<file path="src/logic/xbar_defines.vh">
// register offsets, field positions and reset values for the crossbar selectors
`ifndef XBAR_DEFINES_VH
`define XBAR_DEFINES_VH
`define ROUTE_SEL_4_7_ADDR 32'h4000B1A4
`define ROUTE_SEL_8_11_ADDR 32'h4000B1A8
`define ROUTE_SEL_12_15_ADDR 32'h4000B1AC
`define ROUTE_SEL_RESET 32'h3F3F3F3F
`define ROUTE_SEL_MASK 32'h3F3F3F3F
`define FIELD_W 6
`define FIELD0_LSB 0
`define FIELD1_LSB 8
`define FIELD2_LSB 16
`define FIELD3_LSB 24
`define FIELD_RESET 6'h3F
`define PRIMARY_W 3
`define PRIMARY_CROSSBAR_SLOT 3'h1
`define UNROUTED_CODE 6'h3F
`endif

</file>
<file path="src/logic/route_word_reg.v">
// one 32-bit selector word holding four 6-bit crossbar fields
`timescale 1ns/1ps
`include "xbar_defines.vh"
module route_word_reg (
    clk,
    reset,
    wr_en,
    wr_data,
    word
);
    input wire clk;
    input wire reset;
    input wire wr_en;
    input wire [31:0] wr_data;
    output reg [31:0] word;

    // unassigned bits masked on write so they read zero
    always @(posedge clk)
    begin
        if (reset)
            word <= `ROUTE_SEL_RESET;
        else if (wr_en)
            word <= wr_data & `ROUTE_SEL_MASK;
    end
endmodule

</file>
<file path="src/logic/io_crossbar_function_select.v">
// crossbar function selectors for low-power pins 4 to 15
`timescale 1ns/1ps
`include "xbar_defines.vh"
// Functional notes
// - first word: pins 7..4 six-bit fields
// - field routes only when primary select is 1
// - reset value 0x3F3F3F3F in every word
// - second word: pins 11..8 fields
// - third word: pins 15..12 fields
// - primary code 1 means crossbar slot
module io_crossbar_function_select (
    clk,
    reset,
    addr,
    wdata,
    wr,
    rd,
    rdata,
    primary_function_select,
    crossbar_field,
    crossbar_active
);
    parameter NPIN = 12;
    input wire clk;
    input wire reset;
    input wire [31:0] addr;
    input wire [31:0] wdata;
    input wire wr;
    input wire rd;
    output reg [31:0] rdata;
    input wire [NPIN*`PRIMARY_W-1:0] primary_function_select;
    output reg [NPIN*`FIELD_W-1:0] crossbar_field;
    output reg [NPIN-1:0] crossbar_active;

    wire [31:0] word0;
    wire [31:0] word1;
    wire [31:0] word2;
    wire [95:0] words;
    reg [NPIN*`FIELD_W-1:0] field_nxt;
    reg [NPIN-1:0] active_nxt;
    integer i;
    integer j;
    wire hit0;
    wire hit1;
    wire hit2;
    wire wr0;
    wire wr1;
    wire wr2;

    // pin to field map, four pins per selector word
    //   word0: pin 4 bits 5:0, pin 5 bits 13:8
    //   word0: pin 6 bits 21:16, pin 7 bits 29:24
    //   word1: pin 8 bits 5:0, pin 9 bits 13:8
    //   word1: pin 10 bits 21:16, pin 11 bits 29:24
    //   word2: pin 12 bits 5:0, pin 13 bits 13:8
    //   word2: pin 14 bits 21:16, pin 15 bits 29:24
    // bits 31:30, 23:22, 15:14 and 7:6 of every word stay zero
    // output index i serves pin 4+i, so word i/4 and field i%4

    // timing seen from the bus
    //   write: stored at the strobe edge, visible the next cycle
    //   read: data stand in rdata for the one cycle after the strobe
    //   pin codes follow a register or primary change one cycle later
    //   reset: all words back to 0x3F3F3F3F, pins parked, flags clear
    // the pin side is registered so a half-updated word never
    // reaches the pad mux as a glitch
    // unmapped addresses are refused quietly: no write, read gives zero

    // full 32-bit address compare, no aliasing of the word offsets
    function addr_is;
        input [31:0] a;
        input [31:0] target;
        begin
            addr_is = (a == target);
        end
    endfunction

    // primary code that hands the pin to the crossbar slot
    function slot_chosen;
        input [2:0] code;
        begin
            slot_chosen = (code == `PRIMARY_CROSSBAR_SLOT);
        end
    endfunction

    // read data for a one-hot word hit, zero when nothing matched
    function [31:0] read_pick;
        input [2:0] hits;
        input [31:0] w0;
        input [31:0] w1;
        input [31:0] w2;
        begin
            case (hits)
                3'h1: read_pick = w0;
                3'h2: read_pick = w1;
                3'h4: read_pick = w2;
                default: read_pick = 32'h00000000;
            endcase
        end
    endfunction

    // selector word that holds the field of output index n
    function [31:0] word_of;
        input [95:0] all;
        input [3:0] n;
        begin
            case (n[3:2])
                2'h0: word_of = all[31:0];
                2'h1: word_of = all[63:32];
                default: word_of = all[95:64];
            endcase
        end
    endfunction

    // word hits shared by the write enables and the read mux
    assign hit0 = addr_is(addr, `ROUTE_SEL_4_7_ADDR);
    assign hit1 = addr_is(addr, `ROUTE_SEL_8_11_ADDR);
    assign hit2 = addr_is(addr, `ROUTE_SEL_12_15_ADDR);

    // writes to unmapped addresses fall through and change nothing
    assign wr0 = wr & hit0;
    assign wr1 = wr & hit1;
    assign wr2 = wr & hit2;

    // pick field n (0..3) out of a selector word
    function [5:0] field_of;
        input [31:0] w;
        input [1:0] n;
        begin
            case (n)
                2'h0: field_of = w[`FIELD0_LSB +: `FIELD_W];
                2'h1: field_of = w[`FIELD1_LSB +: `FIELD_W];
                2'h2: field_of = w[`FIELD2_LSB +: `FIELD_W];
                default: field_of = w[`FIELD3_LSB +: `FIELD_W];
            endcase
        end
    endfunction

    // three selector words
    route_word_reg u_sel0 (
        .clk(clk),
        .reset(reset),
        .wr_en(wr0),
        .wr_data(wdata),
        .word(word0)
    );
    route_word_reg u_sel1 (
        .clk(clk),
        .reset(reset),
        .wr_en(wr1),
        .wr_data(wdata),
        .word(word1)
    );
    route_word_reg u_sel2 (
        .clk(clk),
        .reset(reset),
        .wr_en(wr2),
        .wr_data(wdata),
        .word(word2)
    );
    assign words = {word2, word1, word0};

    // read data one cycle after the strobe, zero otherwise or when unmapped
    // the word is read as it stood before the edge, so a write and a read of
    // the same word on back-to-back strobes return the new value
    always @(posedge clk)
    begin
        if (reset)
            rdata <= 32'h00000000;
        else if (rd)
            rdata <= read_pick({hit2, hit1, hit0}, word0, word1, word2);
        else
            rdata <= 32'h00000000; // stands for one cycle only
    end

    // slot flag per pin, set while its primary code picks the crossbar slot
    always @*
    begin
        active_nxt = {NPIN{1'b0}};
        for (i = 0; i < NPIN; i = i + 1)
        begin
            active_nxt[i] =
                slot_chosen(primary_function_select[i*`PRIMARY_W +: `PRIMARY_W]);
        end
    end

    // route field to pin only when its slot flag is set; other pins
    // park on the unrouted code so the pad never sees a stale function
    always @*
    begin
        field_nxt = {NPIN*`FIELD_W{1'b0}};
        for (j = 0; j < NPIN; j = j + 1)
        begin
            if (active_nxt[j])
                field_nxt[j*`FIELD_W +: `FIELD_W] =
                    field_of(word_of(words, j[3:0]), j[1:0]);
            else
                field_nxt[j*`FIELD_W +: `FIELD_W] = `UNROUTED_CODE;
        end
    end

    // registered slot flags, cleared by reset
    always @(posedge clk)
    begin
        if (reset)
            crossbar_active <= {NPIN{1'b0}};
        else
            crossbar_active <= active_nxt;
    end

    // registered pin codes, unrouted code during and after reset
    always @(posedge clk)
    begin
        if (reset)
            crossbar_field <= {NPIN{`FIELD_RESET}};
        else
            crossbar_field <= field_nxt;
    end
endmodule

</file>
<file path="config.mk">
export PLATFORM = sky130hd
export DESIGN_NAME = io_crossbar_function_select
export DESIGN_NICKNAME = d
export VERILOG_FILES = /design/src/logic/route_word_reg.v /design/src/logic/io_crossbar_function_select.v
export VERILOG_INCLUDE_DIRS = /design/src /design/src/logic
export SDC_FILE = /design/constraint.sdc
export NUM_CORES = 1
export LEC_CHECK = 0
export BUFFER_PORTS_ARGS = -buffer_cell sky130_fd_sc_hd__buf_2
export CORE_MARGIN = 4
export CORE_UTILIZATION = 45
export DETAILED_ROUTE_END_ITERATION = 12
export GPL_TIMING_DRIVEN = 1
export PLACE_DENSITY = 0.72
export SYNTH_ARGS = -nofsm -noshare
export SYNTH_HDL_FRONTEND = slang
export SYNTH_HIERARCHICAL = 1
export SYNTH_SLANG_ARGS = --single-unit
</file>
<file path="constraint.sdc">
create_clock -name clk -period 2.21 [get_ports clk]
set_input_delay 0.1105 -clock clk [delete_from_list [all_inputs] [get_ports clk]]
set_output_delay 0.1105 -clock clk [all_outputs]
set_load 0.005 [all_outputs]
</file>
After elaboration in Yosys (flattened, before gate mapping)

Index checks and enable logic that the tools add are counted.

Register bits: 188
Bits in latches: 0
Memory bits (writable): 0
Memory bits (read-only): 0
Input port bits: 104
Output and inout bits: 116
Logic and storage cells: 65
Memories: 0

Add/sub/neg operators: 0
$mul: 0
Div/mod/pow operators: 0
Order comparisons: 0
Equal/unequal tests: 18
Shift operators: 0
Mux-type cells: 1
Bitwise operators: 16
Reduce and logical (&&, ||, !) cells: 13

Operators by type and width:

| cell                                                   | number |
|---|---|
| equality test 32 x 31 -> 1 bit (second input constant) | 3 |
| one-hot mux 30 bit (3 select lines)                    | 1 |
| equality test 3 x 1 -> 1 bit (second input constant)   | 13 |
| OR reduction 2 bit                                     | 13 |
| NOT 1 bit                                              | 13 |
| bitwise AND 1 bit                                      | 3 |
| equality test 3 x 2 -> 1 bit (second input constant)   | 1 |
| equality test 3 bit (second input constant)            | 1 |

Depth between registers and ports, before layout

Gate-level depths: netlist of run 1.

Word-level depth: 3
Depth in mapped cells: 8
Mapped depth without buffers: 6

Cells and area by module

Netlist of run 1, hierarchy kept.

By module, submodules not included:

| module                      | times used | cells each | area an instance (um^2) | seq. area each (um^2) |
|---|---|---|---|---|
| io_crossbar_function_select | 1          | 335        | 4112.7                  | 2322.2 |
| route_word_reg              | 3          | 88         | 960.9                   | 480.5 |

Least setup slack after synthesis of run 1

Ideal clock, no wire load.

Path type: input port to flip-flop
From: input port addr[17]
To: register u_sel2.word[10]
Setup time: 120 ps
Arrival: 1652 ps
Slack: 439 ps
Cell stages on the path: 7
Path through: or4_4 -> nor2_4 -> and4_2 -> and3_1 -> buf_2 -> nor2b_1 -> a211o_1

Cells in the longest elaborated chain, start to end: 2

RTL lines:

| element                        | line                              | source |
|---|---|---|
| from (decl)                    | io_crossbar_function_select.v:26  | `input wire [31:0] addr;` |
| equality test 32 x 31 -> 1 bit | io_crossbar_function_select.v:74  | `addr_is = (a == target);` |
| bitwise AND 1 bit              | io_crossbar_function_select.v:123 | `assign wr2 = wr & hit2;` |
| net wr2                        | io_crossbar_function_select.v:48  | `wire wr2;` |
| to (signal assigned)           | route_word_reg.v:21               | `` word <= `ROUTE_SEL_RESET; `` |
| to (signal assigned)           | route_word_reg.v:23               | `` word <= wr_data & `ROUTE_SEL_MASK; `` |
| to (decl)                      | route_word_reg.v:15               | `output reg [31:0] word;` |

The timed path passes the listed nets, and every way through them passes these cells.
A chain may end at the register's enable or synchronous reset.

Worst setup path after layout of run 1

From: input port primary_function_select[34]
To: register crossbar_field[67]

Cells in the longest elaborated chain, start to end: 3

RTL lines:

| element                                       | line                              | source |
|---|---|---|
| from (decl)                                   | io_crossbar_function_select.v:31  | `` input wire [NPIN*`PRIMARY_W-1:0] primary_function_select; `` |
| equality test 3 x 1 -> 1 bit (no source line) | --                                |  |
| NOT 1 bit (no source line)                    | --                                |  |
| OR reduction 2 bit (no source line)           | --                                |  |
| to (signal assigned)                          | io_crossbar_function_select.v:215 | `` crossbar_field <= {NPIN{`FIELD_RESET}}; `` |
| to (signal assigned)                          | io_crossbar_function_select.v:217 | `crossbar_field <= field_nxt;` |
| to (decl)                                     | io_crossbar_function_select.v:32  | `` output reg [NPIN*`FIELD_W-1:0] crossbar_field; `` |

No other way between the ends.

==> impl_metrics.env, run 1 <==
export IMPL_status="completed"
export IMPL_cts_made_buffers=17
export IMPL_drt_first_pass_iters=4
export IMPL_cp_data_arrival_time_ps=2060
export IMPL_p_per_area_nw_per_um2=720.6
export IMPL_required_ps=2530
export IMPL_wl_met1_microns=7670
export IMPL_clock_latency_ps=430
export IMPL_p_leak_uw=0.003557
export IMPL_drive_above_1_share=0.3917
export IMPL_yosys_warnings=6
export IMPL_grt_pass1_wl_microns=28420
export IMPL_final_area_sq_um=9198
export IMPL_overflow=0
export IMPL_critical_path_max_stage_delay_ps=590
export IMPL_core_sq_um=15200
export IMPL_post_cts_setup_buffers=0
export IMPL_grt_pass1_vias=5591
export IMPL_drt_iter0_drc=292
export IMPL_cap_violations=0
export IMPL_fp_dieArea_sq_um=17600
export IMPL_gp_congestion=0.8431
export IMPL_clockRootBuffer="clkbuf_16"
export IMPL_antenna_found_initial=0
export IMPL_cts_hold_buf=42
export IMPL_drc=0
export IMPL_tns_ps=0
export IMPL_place_hpwl_microns=11720
export IMPL_finalNetCount=959
export IMPL_die_y_microns=132.7
export IMPL_ios=220
export IMPL_detail_route_antenna_nets=0
export IMPL_top_layer_used="met4"
export IMPL_die_w_microns=132.7
export IMPL_cpLargestDelayFamily="buffers and inverters"
export IMPL_wl_met3_microns=1019
export IMPL_whs_ps=18.26
export IMPL_hold_viol_final=0
export IMPL_cp_num_buf_inv=4
export IMPL_start_util=0.4602
export IMPL_routed_wirelength_microns=17790
export IMPL_grt_start_max_net_pins=37
export IMPL_area_growth_pct=31.48
export IMPL_timing_slew_headroom=0.5815
export IMPL_yosysSeqAreaShare=0.5380
export IMPL_synthCells=599
export IMPL_finClkSkew_ps=7.599
export IMPL_fmax_ghz=0.5732
export IMPL_htreeDepth=4
export IMPL_crit_path_frequent_cell="dlygate4sd3_1"
export IMPL_min_period_ps=1745
export IMPL_grt_use_total=0.2014
export IMPL_fillCellCount=1241
export IMPL_critPathSlowestCell="dlygate4sd3_1"
export IMPL_via_count=5389
export IMPL_syn_mean_instance_area_sq_um=11.68
export IMPL_dpl_cell_area_sq_um=8210
export IMPL_synth_ff_latch_count=188
export IMPL_vias_per_cell=5.103
export IMPL_path_class="input pin to flop"
export IMPL_tightest_slew_ps=627.7
export IMPL_wl_met2_microns=8635
export IMPL_startpoint_type="input pin"
export IMPL_synth_cell_types=30
export IMPL_clk_pin_slew_ps=60
export IMPL_cts_tree="done"
export IMPL_utilization=0.6050
export IMPL_rows=45
export IMPL_synth_top_area_frac=0.5380
export IMPL_rsz0062_at_grt="false"
export IMPL_cts_num_sinks=188
export IMPL_routedWlPerCell_microns=16.85
export IMPL_yosys_area_top_type="dfxtp_1"
export IMPL_clock_path_buffers=2
export IMPL_finalSetupViolCount=0
export IMPL_antennaDiodeCount=0
export IMPL_slew_viol_final=0
export IMPL_path_max_fanout=7
export IMPL_fin_crit_sh=0.7894
export IMPL_synth_area_leaders="dfxtp_1 54%, a211o_1 9.0%, nor2b_1 6.5%"
export IMPL_portBuffers=211
export IMPL_cts_resized=0
export IMPL_min_path_type="input pin to flop"
export IMPL_end_kind="flop"
export IMPL_p_total_uw=6628
export IMPL_crit_chain="dlygate4sd3_1, buf_2, nor4b_1, dlygate4sd3_1, buf_4, or2b_1"
export IMPL_synth_area_sq_um=6995
export IMPL_ir_drop_v=0.0005227
final timing paths:
kind / slack (ps) / cells after the start / endpoint / startpoint
max: 470 / 6 / crossbar_field[67] / primary_function_select[34]
min: 20 / 3 / crossbar_active[9] / primary_function_select[28]
max reg2reg: 1220 / 3 / rdata[18] / u_sel2/word[18]
min reg2reg: 450 / 1 / crossbar_field[28] / u_sel1/word[4]
cell type report:
| cell class | count | area, sq um | area share |
|---|---|---|---|
| Sequential cell | 188 | 3764 | 0.4092 |
| Multi-Input combinational cell | 368 | 2878 | 0.3129 |
| Timing Repair Buffer | 280 | 1754 | 0.1907 |
| Clock buffer | 23 | 478.0 | 0.05197 |
| Tap cell | 188 | 235.2 | 0.02557 |
| Clock inverter | 9 | 88.84 | 0.009659 |
worst min-delay path, cell delays in order:
cell,delay [ps]
buf_2,80
nor4b_1,40
buf_4,160
report_power, final:
group	switching (uW)	leakage (uW)	internal, uW
combinational	167	0.00177	172
sequential	1.17	0.00152	3390
clock	1250	0.000269	1640
total	1420	0.00356	5210
placed cells by master, fill, tap and decap left out, drive strengths merged:
cell           n
a211o         72
a22oi         32
and2           1
and2b          1
and3           2
and3b          1
and4           1
and4b          1
buf          238
bufinv         1
clkbuf        23
clkinv         5
clkinvlp       3
conb          24
dfxtp        188
dlygate4sd3   42
mux2          32
nand2b        32
nand3          1
nand4b         1
nand4bb        1
nor2           4
nor2b         73
nor3          32
nor4           1
nor4b         13
o2111ai        1
or2b          40
or4            2
state kept, by name, summed over array words and instances, names as in the netlist:
signal,flops
u_sel1/word,24
u_sel0/word,24
crossbar_active,12
rdata,32
u_sel2/word,24
crossbar_field,72
per-layer routing:
metal	GRT usage	up-vias
li1	-	2570
met3	0.04829	39
met2	0.3457	197
met4	0.08776	0
met1	0.2405	2583
met5	0	-
cell families after synthesis:
group,synth area share
simple gates,0.2164
flops,0.5380
buf+inv,0.06421
mux,0.05151
compound gates,0.1282
other cells,0.001610
synthesized netlist by cell type:
cell type and count:
buf_4 28, and3b_1 1, nor2_1 3, nand3_1 1, o2111ai_4 1, mux2_2 32
a211o_1 72, or4_4 2, clkbuf_1 11, and2b_1 1, and4b_2 1, nand2b_1 32
and2_1 1, buf_2 11, buf_6 12, a22oi_1 32, nor4b_1 13, nand4bb_1 1
or2b_1 40, and3_1 2, nor2_4 1, nand4b_1 1, and4_2 1, buf_1 2
nor2b_1 73, nor3_2 30, nor3_1 2, conb_1 3, nor4_1 1, dfxtp_1 188
per-stage QoR:
step	instances	worst slack, ps
3_3_place_gp	982	240.3
4_1_cts	1056	532.6
5_1_grt	1056	410.1
2_1_floorplan	620	438.7
6_report	1056	465.5
3_5_place_dp	982	196.0
(Power assumes the default switching activity.)
==> run 2: changes to the inputs <==
--- a/config.mk
+++ b/config.mk
@@ -6,12 +6,13 @@
 export SDC_FILE = /design/constraint.sdc
 export NUM_CORES = 1
 export LEC_CHECK = 0
+export ABC_AREA = 1
 export BUFFER_PORTS_ARGS = -buffer_cell sky130_fd_sc_hd__buf_2
 export CORE_MARGIN = 4
 export CORE_UTILIZATION = 45
 export DETAILED_ROUTE_END_ITERATION = 12
 export GPL_TIMING_DRIVEN = 1
-export PLACE_DENSITY = 0.72
+export PLACE_DENSITY = 0.73
 export SYNTH_ARGS = -nofsm -noshare
 export SYNTH_HDL_FRONTEND = slang
 export SYNTH_HIERARCHICAL = 1
==> constraint.sdc (replaced) <==
create_clock -name clk -period 1.43 [get_ports clk]
set_input_delay 0.0715 -clock clk [delete_from_list [all_inputs] [get_ports clk]]
set_output_delay 0.0715 -clock clk [all_outputs]
set_load 0.005 [all_outputs]
==> run 2 against run 1 <==
Via count up 22%. Total power increased by 66%. Register-to-register slack lost 540 ps. Sequential share of layout area fell by 3.9 points. Global-route usage rose by 0.54 points. Hold slack improved by 21 ps. Setup slack got worse by 400 ps. Critical path type unchanged. Largest cell class unchanged.
==> impl_metrics.env, run 2 <==
export IMPL_clk_pin_slew_ps=70
export IMPL_drt_first_pass_iters=5
export IMPL_final_common_cell="nand2_1"
export IMPL_detail_route_antenna_nets=0
export IMPL_grt_pass1_wl_microns=32500
export IMPL_htreeDepth=4
export IMPL_cpLargestDelayFamily="buffers and inverters"
export IMPL_yosysSeqAreaShare=0.4896
export IMPL_finClkSkew_ps=10.76
export IMPL_clock_path_buffers=2
export IMPL_tightest_slew_ps=530.2
export IMPL_routedWlPerCell_microns=13.97
export IMPL_grt_start_max_net_pins=51
export IMPL_p_total_uw=11010
export IMPL_synth_area_sq_um=7687
export IMPL_end_kind="flop"
export IMPL_rows=47
export IMPL_crit_chain="dlygate4sd3_1, buf_2, nor4_4, buf_4, dlygate4sd3_1"
export IMPL_min_period_ps=1362
export IMPL_fmax_ghz=0.7343
export IMPL_hold_viol_final=0
export IMPL_seqPwrFrac=0.476
export IMPL_via_count=6599
export IMPL_endpoint="crossbar_active[9]"
export IMPL_yosys_area_top_type="dfxtp_1"
export IMPL_largest_reg_flops=72
export IMPL_path_max_fanout=7
export IMPL_required_ps=1800
export IMPL_p_sw_uw=2367
export IMPL_area_growth_pct=32.34
export IMPL_synth_top_area_frac=0.4896
export IMPL_ys_async_sr_fraction=0
export IMPL_reg2reg_to="rdata[0]"
export IMPL_cts_made_buffers=17
export IMPL_cts_tree="done"
export IMPL_routed_wirelength_microns=19830
export IMPL_cap_violations=0
export IMPL_crit_path_frequent_cell="dlygate4sd3_1"
export IMPL_vias_per_cell=4.650
export IMPL_r2r_setup_slack_ps=680
export IMPL_core_sq_um=16640
export IMPL_fp_dieArea_sq_um=19240
export IMPL_ios=220
export IMPL_synth_ff_latch_count=188
export IMPL_top_regs="crossbar_field x72, rdata x32"
export IMPL_clock_latency_ps=430
export IMPL_antennaDiodeCount=0
export IMPL_drc=0
export IMPL_yosys_warnings=6
export IMPL_drt_iter0_drc=363
export IMPL_rr_worst_depth=4
export IMPL_regMostFlops="crossbar_field"
export IMPL_ir_drop_v=0.0008764
export IMPL_slew_viol_final=0
export IMPL_startpoint_type="input pin"
export IMPL_intPower_uw=8647
export IMPL_cp_data_arrival_time_ps=1730
export IMPL_drive_above_1_share=0.3378
export IMPL_cp_num_buf_inv=4
export IMPL_synth_cell_types=22
export IMPL_start_util=0.4619
export IMPL_synthTopCellsByCount="239 x nand2_1, 188 x dfxtp_1, 137 x nand3_1"
export IMPL_cts_resized=0
export IMPL_die_w_microns=138.7
export IMPL_p_leak_uw=0.005404
export IMPL_cts_num_sinks=188
export IMPL_portBuffers=211
export IMPL_clockRootBuffer="clkbuf_16"
export IMPL_crit_path_start="primary_function_select[29]"
export IMPL_timing_slew_headroom=0.6436
export IMPL_critical_path_max_stage_delay_ps=550
export IMPL_status="completed"
export IMPL_tns_ps=0
export IMPL_yosys_most_used_dff="dfxtp_1"
export IMPL_synth_edf_count=0
export IMPL_rsz0062_at_grt="false"
export IMPL_syn_mean_instance_area_sq_um=8.438
export IMPL_fin_crit_sh=0.9524
export IMPL_post_cts_setup_buffers=0
export IMPL_antenna_found_initial=0
export IMPL_synth_area_leaders="dfxtp_1 49%, nand2_1 12%, nand3_1 8.9%"
export IMPL_regToRegStartpoint="u_sel2/word[0]"
export IMPL_cp_num_cells=5
export IMPL_gp_congestion=0.7982
export IMPL_finalSetupViolCount=0
export IMPL_p_comb_frac=0.047
export IMPL_grt_pass1_vias=6496
export IMPL_place_hpwl_microns=13510
export IMPL_min_path_type="input pin to flop"
export IMPL_layout_common_cells="239 x nand2_1, 211 x buf_2, 188 x dfxtp_1, 137 x nand3_1, 135 x inv_1"
export IMPL_fillCellCount=1420
export IMPL_pwr_share_clk=0.477
export IMPL_path_class="input pin to flop"
export IMPL_switching_share=0.2149
export IMPL_overflow=0
export IMPL_grt_use_total=0.2068
export IMPL_synth_most_common_cell="nand2_1"
export IMPL_critPathSlowestCell="dlygate4sd3_1"
export IMPL_die_y_microns=138.7
export IMPL_p_per_area_nw_per_um2=1083
export IMPL_synthCells=911
export IMPL_finalNetCount=1290
## run 2: worst min path at each step
| stage | startpoint | to | slack [ps] | cells past startpoint |
|---|---|---|---|---|
| CTS | primary_function_select[11] | crossbar_field[22] | 8 | 4 |
| finish | primary_function_select[28] | crossbar_field[57] | 40 | 4 |
| detailed placement | primary_function_select[10] | crossbar_active[3] | 280 | 2 |
| global placement | primary_function_select[10] | crossbar_active[3] | 280 | 2 |
| floorplan | primary_function_select[31] | crossbar_active[10] | 170 | 1 |
| global route | primary_function_select[28] | crossbar_field[57] | 40 | 4 |
## run 2: logic make-up after synthesis
| family | Yosys count | synth area share |
|---|---|---|
| AND/OR/NAND/NOR | 509 | 0.3633 |
| buffers and inverters | 211 | 0.1457 |
| flip-flops | 188 | 0.4896 |
| other | 3 | 0.001465 |
## run 2: power groups by stage
| stage | registers, uW | clock network (uW) | logic [uW] |
|---|---|---|---|
| 4_1_cts | 5240 | 5310 | 512 |
| 2_1_floorplan | 5370 | 0 | 196 |
| 3_3_place_gp | 5360 | 0 | 383 |
| 5_1_grt | 5240 | 5540 | 566 |
| 3_5_place_dp | 5360 | 0 | 390 |
| 6_report | 5240 | 5260 | 516 |
## run 2: repair_timing
action                                  CTS  global route
endpoints found under the hold margin   143             2
endpoints found under the setup margin    0             1
hold buffers                             56             2
## run 2: worst min-delay path, stage by stage
cell     delay, ps
buf_2          100
nor4_4          40
buf_4          160
nand2_1         60
## run 2: layout make-up
class / count / area (sq um) / share of cell area
multi-input combinational: 533 / 2898 / 0.2848
timing repair buffer: 303 / 2027 / 0.1992
inverter: 143 / 551.8 / 0.05424
sequential: 188 / 3764 / 0.3699
clock inverter: 14 / 229.0 / 0.02251
tap: 220 / 275.3 / 0.02706
clock buffer: 18 / 429.2 / 0.04218
## run 2: per-layer routing
metal	routed length [microns]	part of all wire	vias up	track usage
li1	-	-	3305	-
met1	8290	0.42	2990	0.2549
met2	9573	0.48	268	0.3512
met3	1583	0.080	36	0.05724
met4	383	0.019	0	0.06849
met5	0	0	-	0
## run 2: metrics by stage
step / utilization / instance area, sq um / setup WS, ps / instances / hold WS [ps]
after detailed placement: 0.5375 / 8945 / -29.33 / 1330 / 282.7
after global placement: 0.5375 / 8945 / -1.510 / 1330 / 284.6
after floorplan: - / 7766 / 84.27 / 932 / 166.0
final: 0.6113 / 10170 / 68.10 / 1419 / 39.04
after global routing: 0.6113 / 10170 / 29.07 / 1419 / 36.09
after CTS: 0.6107 / 10160 / 19.41 / 1418 / 7.617
==> run 3: changes to the inputs <==
--- a/config.mk
+++ b/config.mk
@@ -7,12 +7,11 @@
 export NUM_CORES = 1
 export LEC_CHECK = 0
 export ABC_AREA = 1
-export BUFFER_PORTS_ARGS = -buffer_cell sky130_fd_sc_hd__buf_2
 export CORE_MARGIN = 4
 export CORE_UTILIZATION = 45
 export DETAILED_ROUTE_END_ITERATION = 12
+export DONT_BUFFER_PORTS = 1
 export GPL_TIMING_DRIVEN = 1
-export PLACE_DENSITY = 0.73
 export SYNTH_ARGS = -nofsm -noshare
 export SYNTH_HDL_FRONTEND = slang
 export SYNTH_HIERARCHICAL = 1
==> run 3 against run 2 <==
The flow now finishes with violations (hold timing). First-iteration DRC count fell by 16%. Total power fell by 8.3%. Hold slack got worse by 41 ps. Combinational power shrank 24%. Setup slack got worse by 7.3 ps. Routed wire length down 4.1%. Global-route usage down 0.72 points. Non-clock buffer count is 216 lower. Sequential cell count unchanged. Highest routed layer unchanged.
==> impl_metrics.env, run 3 (synthesized netlist as in run 2, its figures left out) <==
export IMPL_cts_made_buffers=17
export IMPL_top_regs="crossbar_field x72, rdata x32"
export IMPL_regToRegStartpoint="u_sel2/word[2]"
export IMPL_routedWlPerCell_microns=15.84
export IMPL_violations="hold timing"
export IMPL_seqPwrFrac=0.519
export IMPL_switching_share=0.2268
export IMPL_cp_data_arrival_time_ps=1740
export IMPL_slew_viol_final=0
export IMPL_worst_hold_startpoint="reset"
export IMPL_path_max_fanout=7
export IMPL_finalNetCount=1074
export IMPL_clk_pin_slew_ps=70
export IMPL_cap_violations=0
export IMPL_p_comb_frac=0.039
export IMPL_clock_path_buffers=2
export IMPL_timing_slew_headroom=0.5906
export IMPL_vias_per_cell=4.759
export IMPL_end_kind="flop"
export IMPL_largest_reg_flops=72
export IMPL_tightest_slew_ps=609.1
export IMPL_p_sw_uw=2292
export IMPL_whs_ps=-1.898
export IMPL_detail_route_antenna_nets=0
export IMPL_finalSetupViolCount=0
export IMPL_area_growth_pct=16.23
export IMPL_drc=0
export IMPL_min_period_ps=1369
export IMPL_final_common_cell="nand2_1"
export IMPL_required_ps=1800
export IMPL_die_w_microns=138.7
export IMPL_fin_crit_sh=0.9575
export IMPL_dp_cells=1107
export IMPL_cts_tree="done"
export IMPL_antenna_found_initial=0
export IMPL_drt_iter0_drc=304
export IMPL_min_path_type="input pin to flop"
export IMPL_regMostFlops="crossbar_field"
export IMPL_htreeDepth=4
export IMPL_path_class="input pin to flop"
export IMPL_status="complete, but fails checks"
export IMPL_tns_ps=0
export IMPL_gp_congestion=0.7380
export IMPL_cts_num_sinks=188
export IMPL_p_per_area_nw_per_um2=1131
export IMPL_overflow=0
export IMPL_antennaDiodeCount=0
export IMPL_drive_above_1_share=0.1865
export IMPL_intPower_uw=7812
export IMPL_rows=47
export IMPL_grt_start_max_net_pins=54
export IMPL_hold_viol_final=1
export IMPL_routed_wirelength_microns=19020
export IMPL_pwr_share_clk=0.442
export IMPL_finClkSkew_ps=6.526
export IMPL_ir_drop_v=0.0008385
export IMPL_crit_path_start="primary_function_select[19]"
export IMPL_cts_resized=0
export IMPL_grt_pass1_vias=5615
export IMPL_clock_latency_ps=430
export IMPL_layout_common_cells="239 x nand2_1, 188 x dfxtp_1, 137 x nand3_1, 135 x inv_1, 61 x dlygate4sd3_1"
export IMPL_fp_dieArea_sq_um=19240
export IMPL_fmax_ghz=0.7304
export IMPL_core_sq_um=16640
export IMPL_ios=220
export IMPL_final_cell_count_no_fill=1201
export IMPL_start_util=0.4619
export IMPL_portBuffers=0
export IMPL_die_y_microns=138.7
export IMPL_clockRootBuffer="clkbuf_16"
export IMPL_startpoint_type="input pin"
export IMPL_grt_pass1_wl_microns=30720
export IMPL_grt_use_total=0.1996
export IMPL_via_count=5716
export IMPL_drt_first_pass_iters=5
export IMPL_place_hpwl_microns=12530
export IMPL_p_leak_uw=0.004526
==> run 3: cell types whose count changed in the layout (fill, tap and decap cells not counted), sizes merged <==
cell,before,now
clkinv,3,4
bufinv,5,1
inv,148,147
dlygate4sd3,57,61
clkinvlp,1,3
buf,246,26
==> run 3: final cells by class <==
cell class / count / area [sq um]
fill: 1522 / 7707
sequential: 188 / 3764
inverter: 143 / 551.8
clock inverter: 12 / 113.9
timing repair buffer: 87 / 893.4
clock buffer: 18 / 429.2
multi-input combinational: 533 / 2908
tap: 220 / 275.3
==> run 3: what timing repair did <==
action,4_1_cts,5_1_grt
endpoints found under the hold margin,172,0
hold buffers,62,0
endpoints found under the setup margin,0,1
buffers inserted,0,2
==> run 3: final timing paths <==
kind                        end  cells past startpoint  slack, ps
max          crossbar_active[6]                      3         60
min          crossbar_active[4]                      2         -2
max reg2reg  crossbar_field[50]                      3        320
min reg2reg  crossbar_field[18]                      2        450
==> run 3: power by group through the flow <==
stage | sequential [uW] | combinational [uW] | clock (uW)
final | 5250 | 392 | 4470
after global routing | 5240 | 425 | 4780
after CTS | 5250 | 391 | 4550
after detailed placement | 5370 | 194 | 0
after global placement | 5370 | 193 | 0
after floorplan | 5370 | 196 | 0
==> run 3: critical path, cell delays in order <==
cell and delay, ps:
dlygate4sd3_1 580, nor4_4 480, dlygate4sd3_1 610
==> run 3: metal layers <==
layer	vias to the layer above	track usage	routed length, microns
li1	2869	-	-
met2	177	0.3345	9147
met3	17	0.06034	1221
met1	2653	0.2496	8408
met5	-	0	0
met4	0	0.05870	244
==> run 3: per-stage QoR <==
step / worst slack (ps) / area (sq um) / util / power (uW)
finish: 60.83 / 8935 / 0.5369 / 10100
global route: -4.603 / 8935 / 0.5369 / 10450
CTS: 35.01 / 8920 / 0.5360 / 10190
detailed placement: 37.15 / 7746 / 0.4655 / 5561
global placement: 42.99 / 7746 / 0.4655 / 5559
floorplan: 84.27 / 7766 / - / 5561
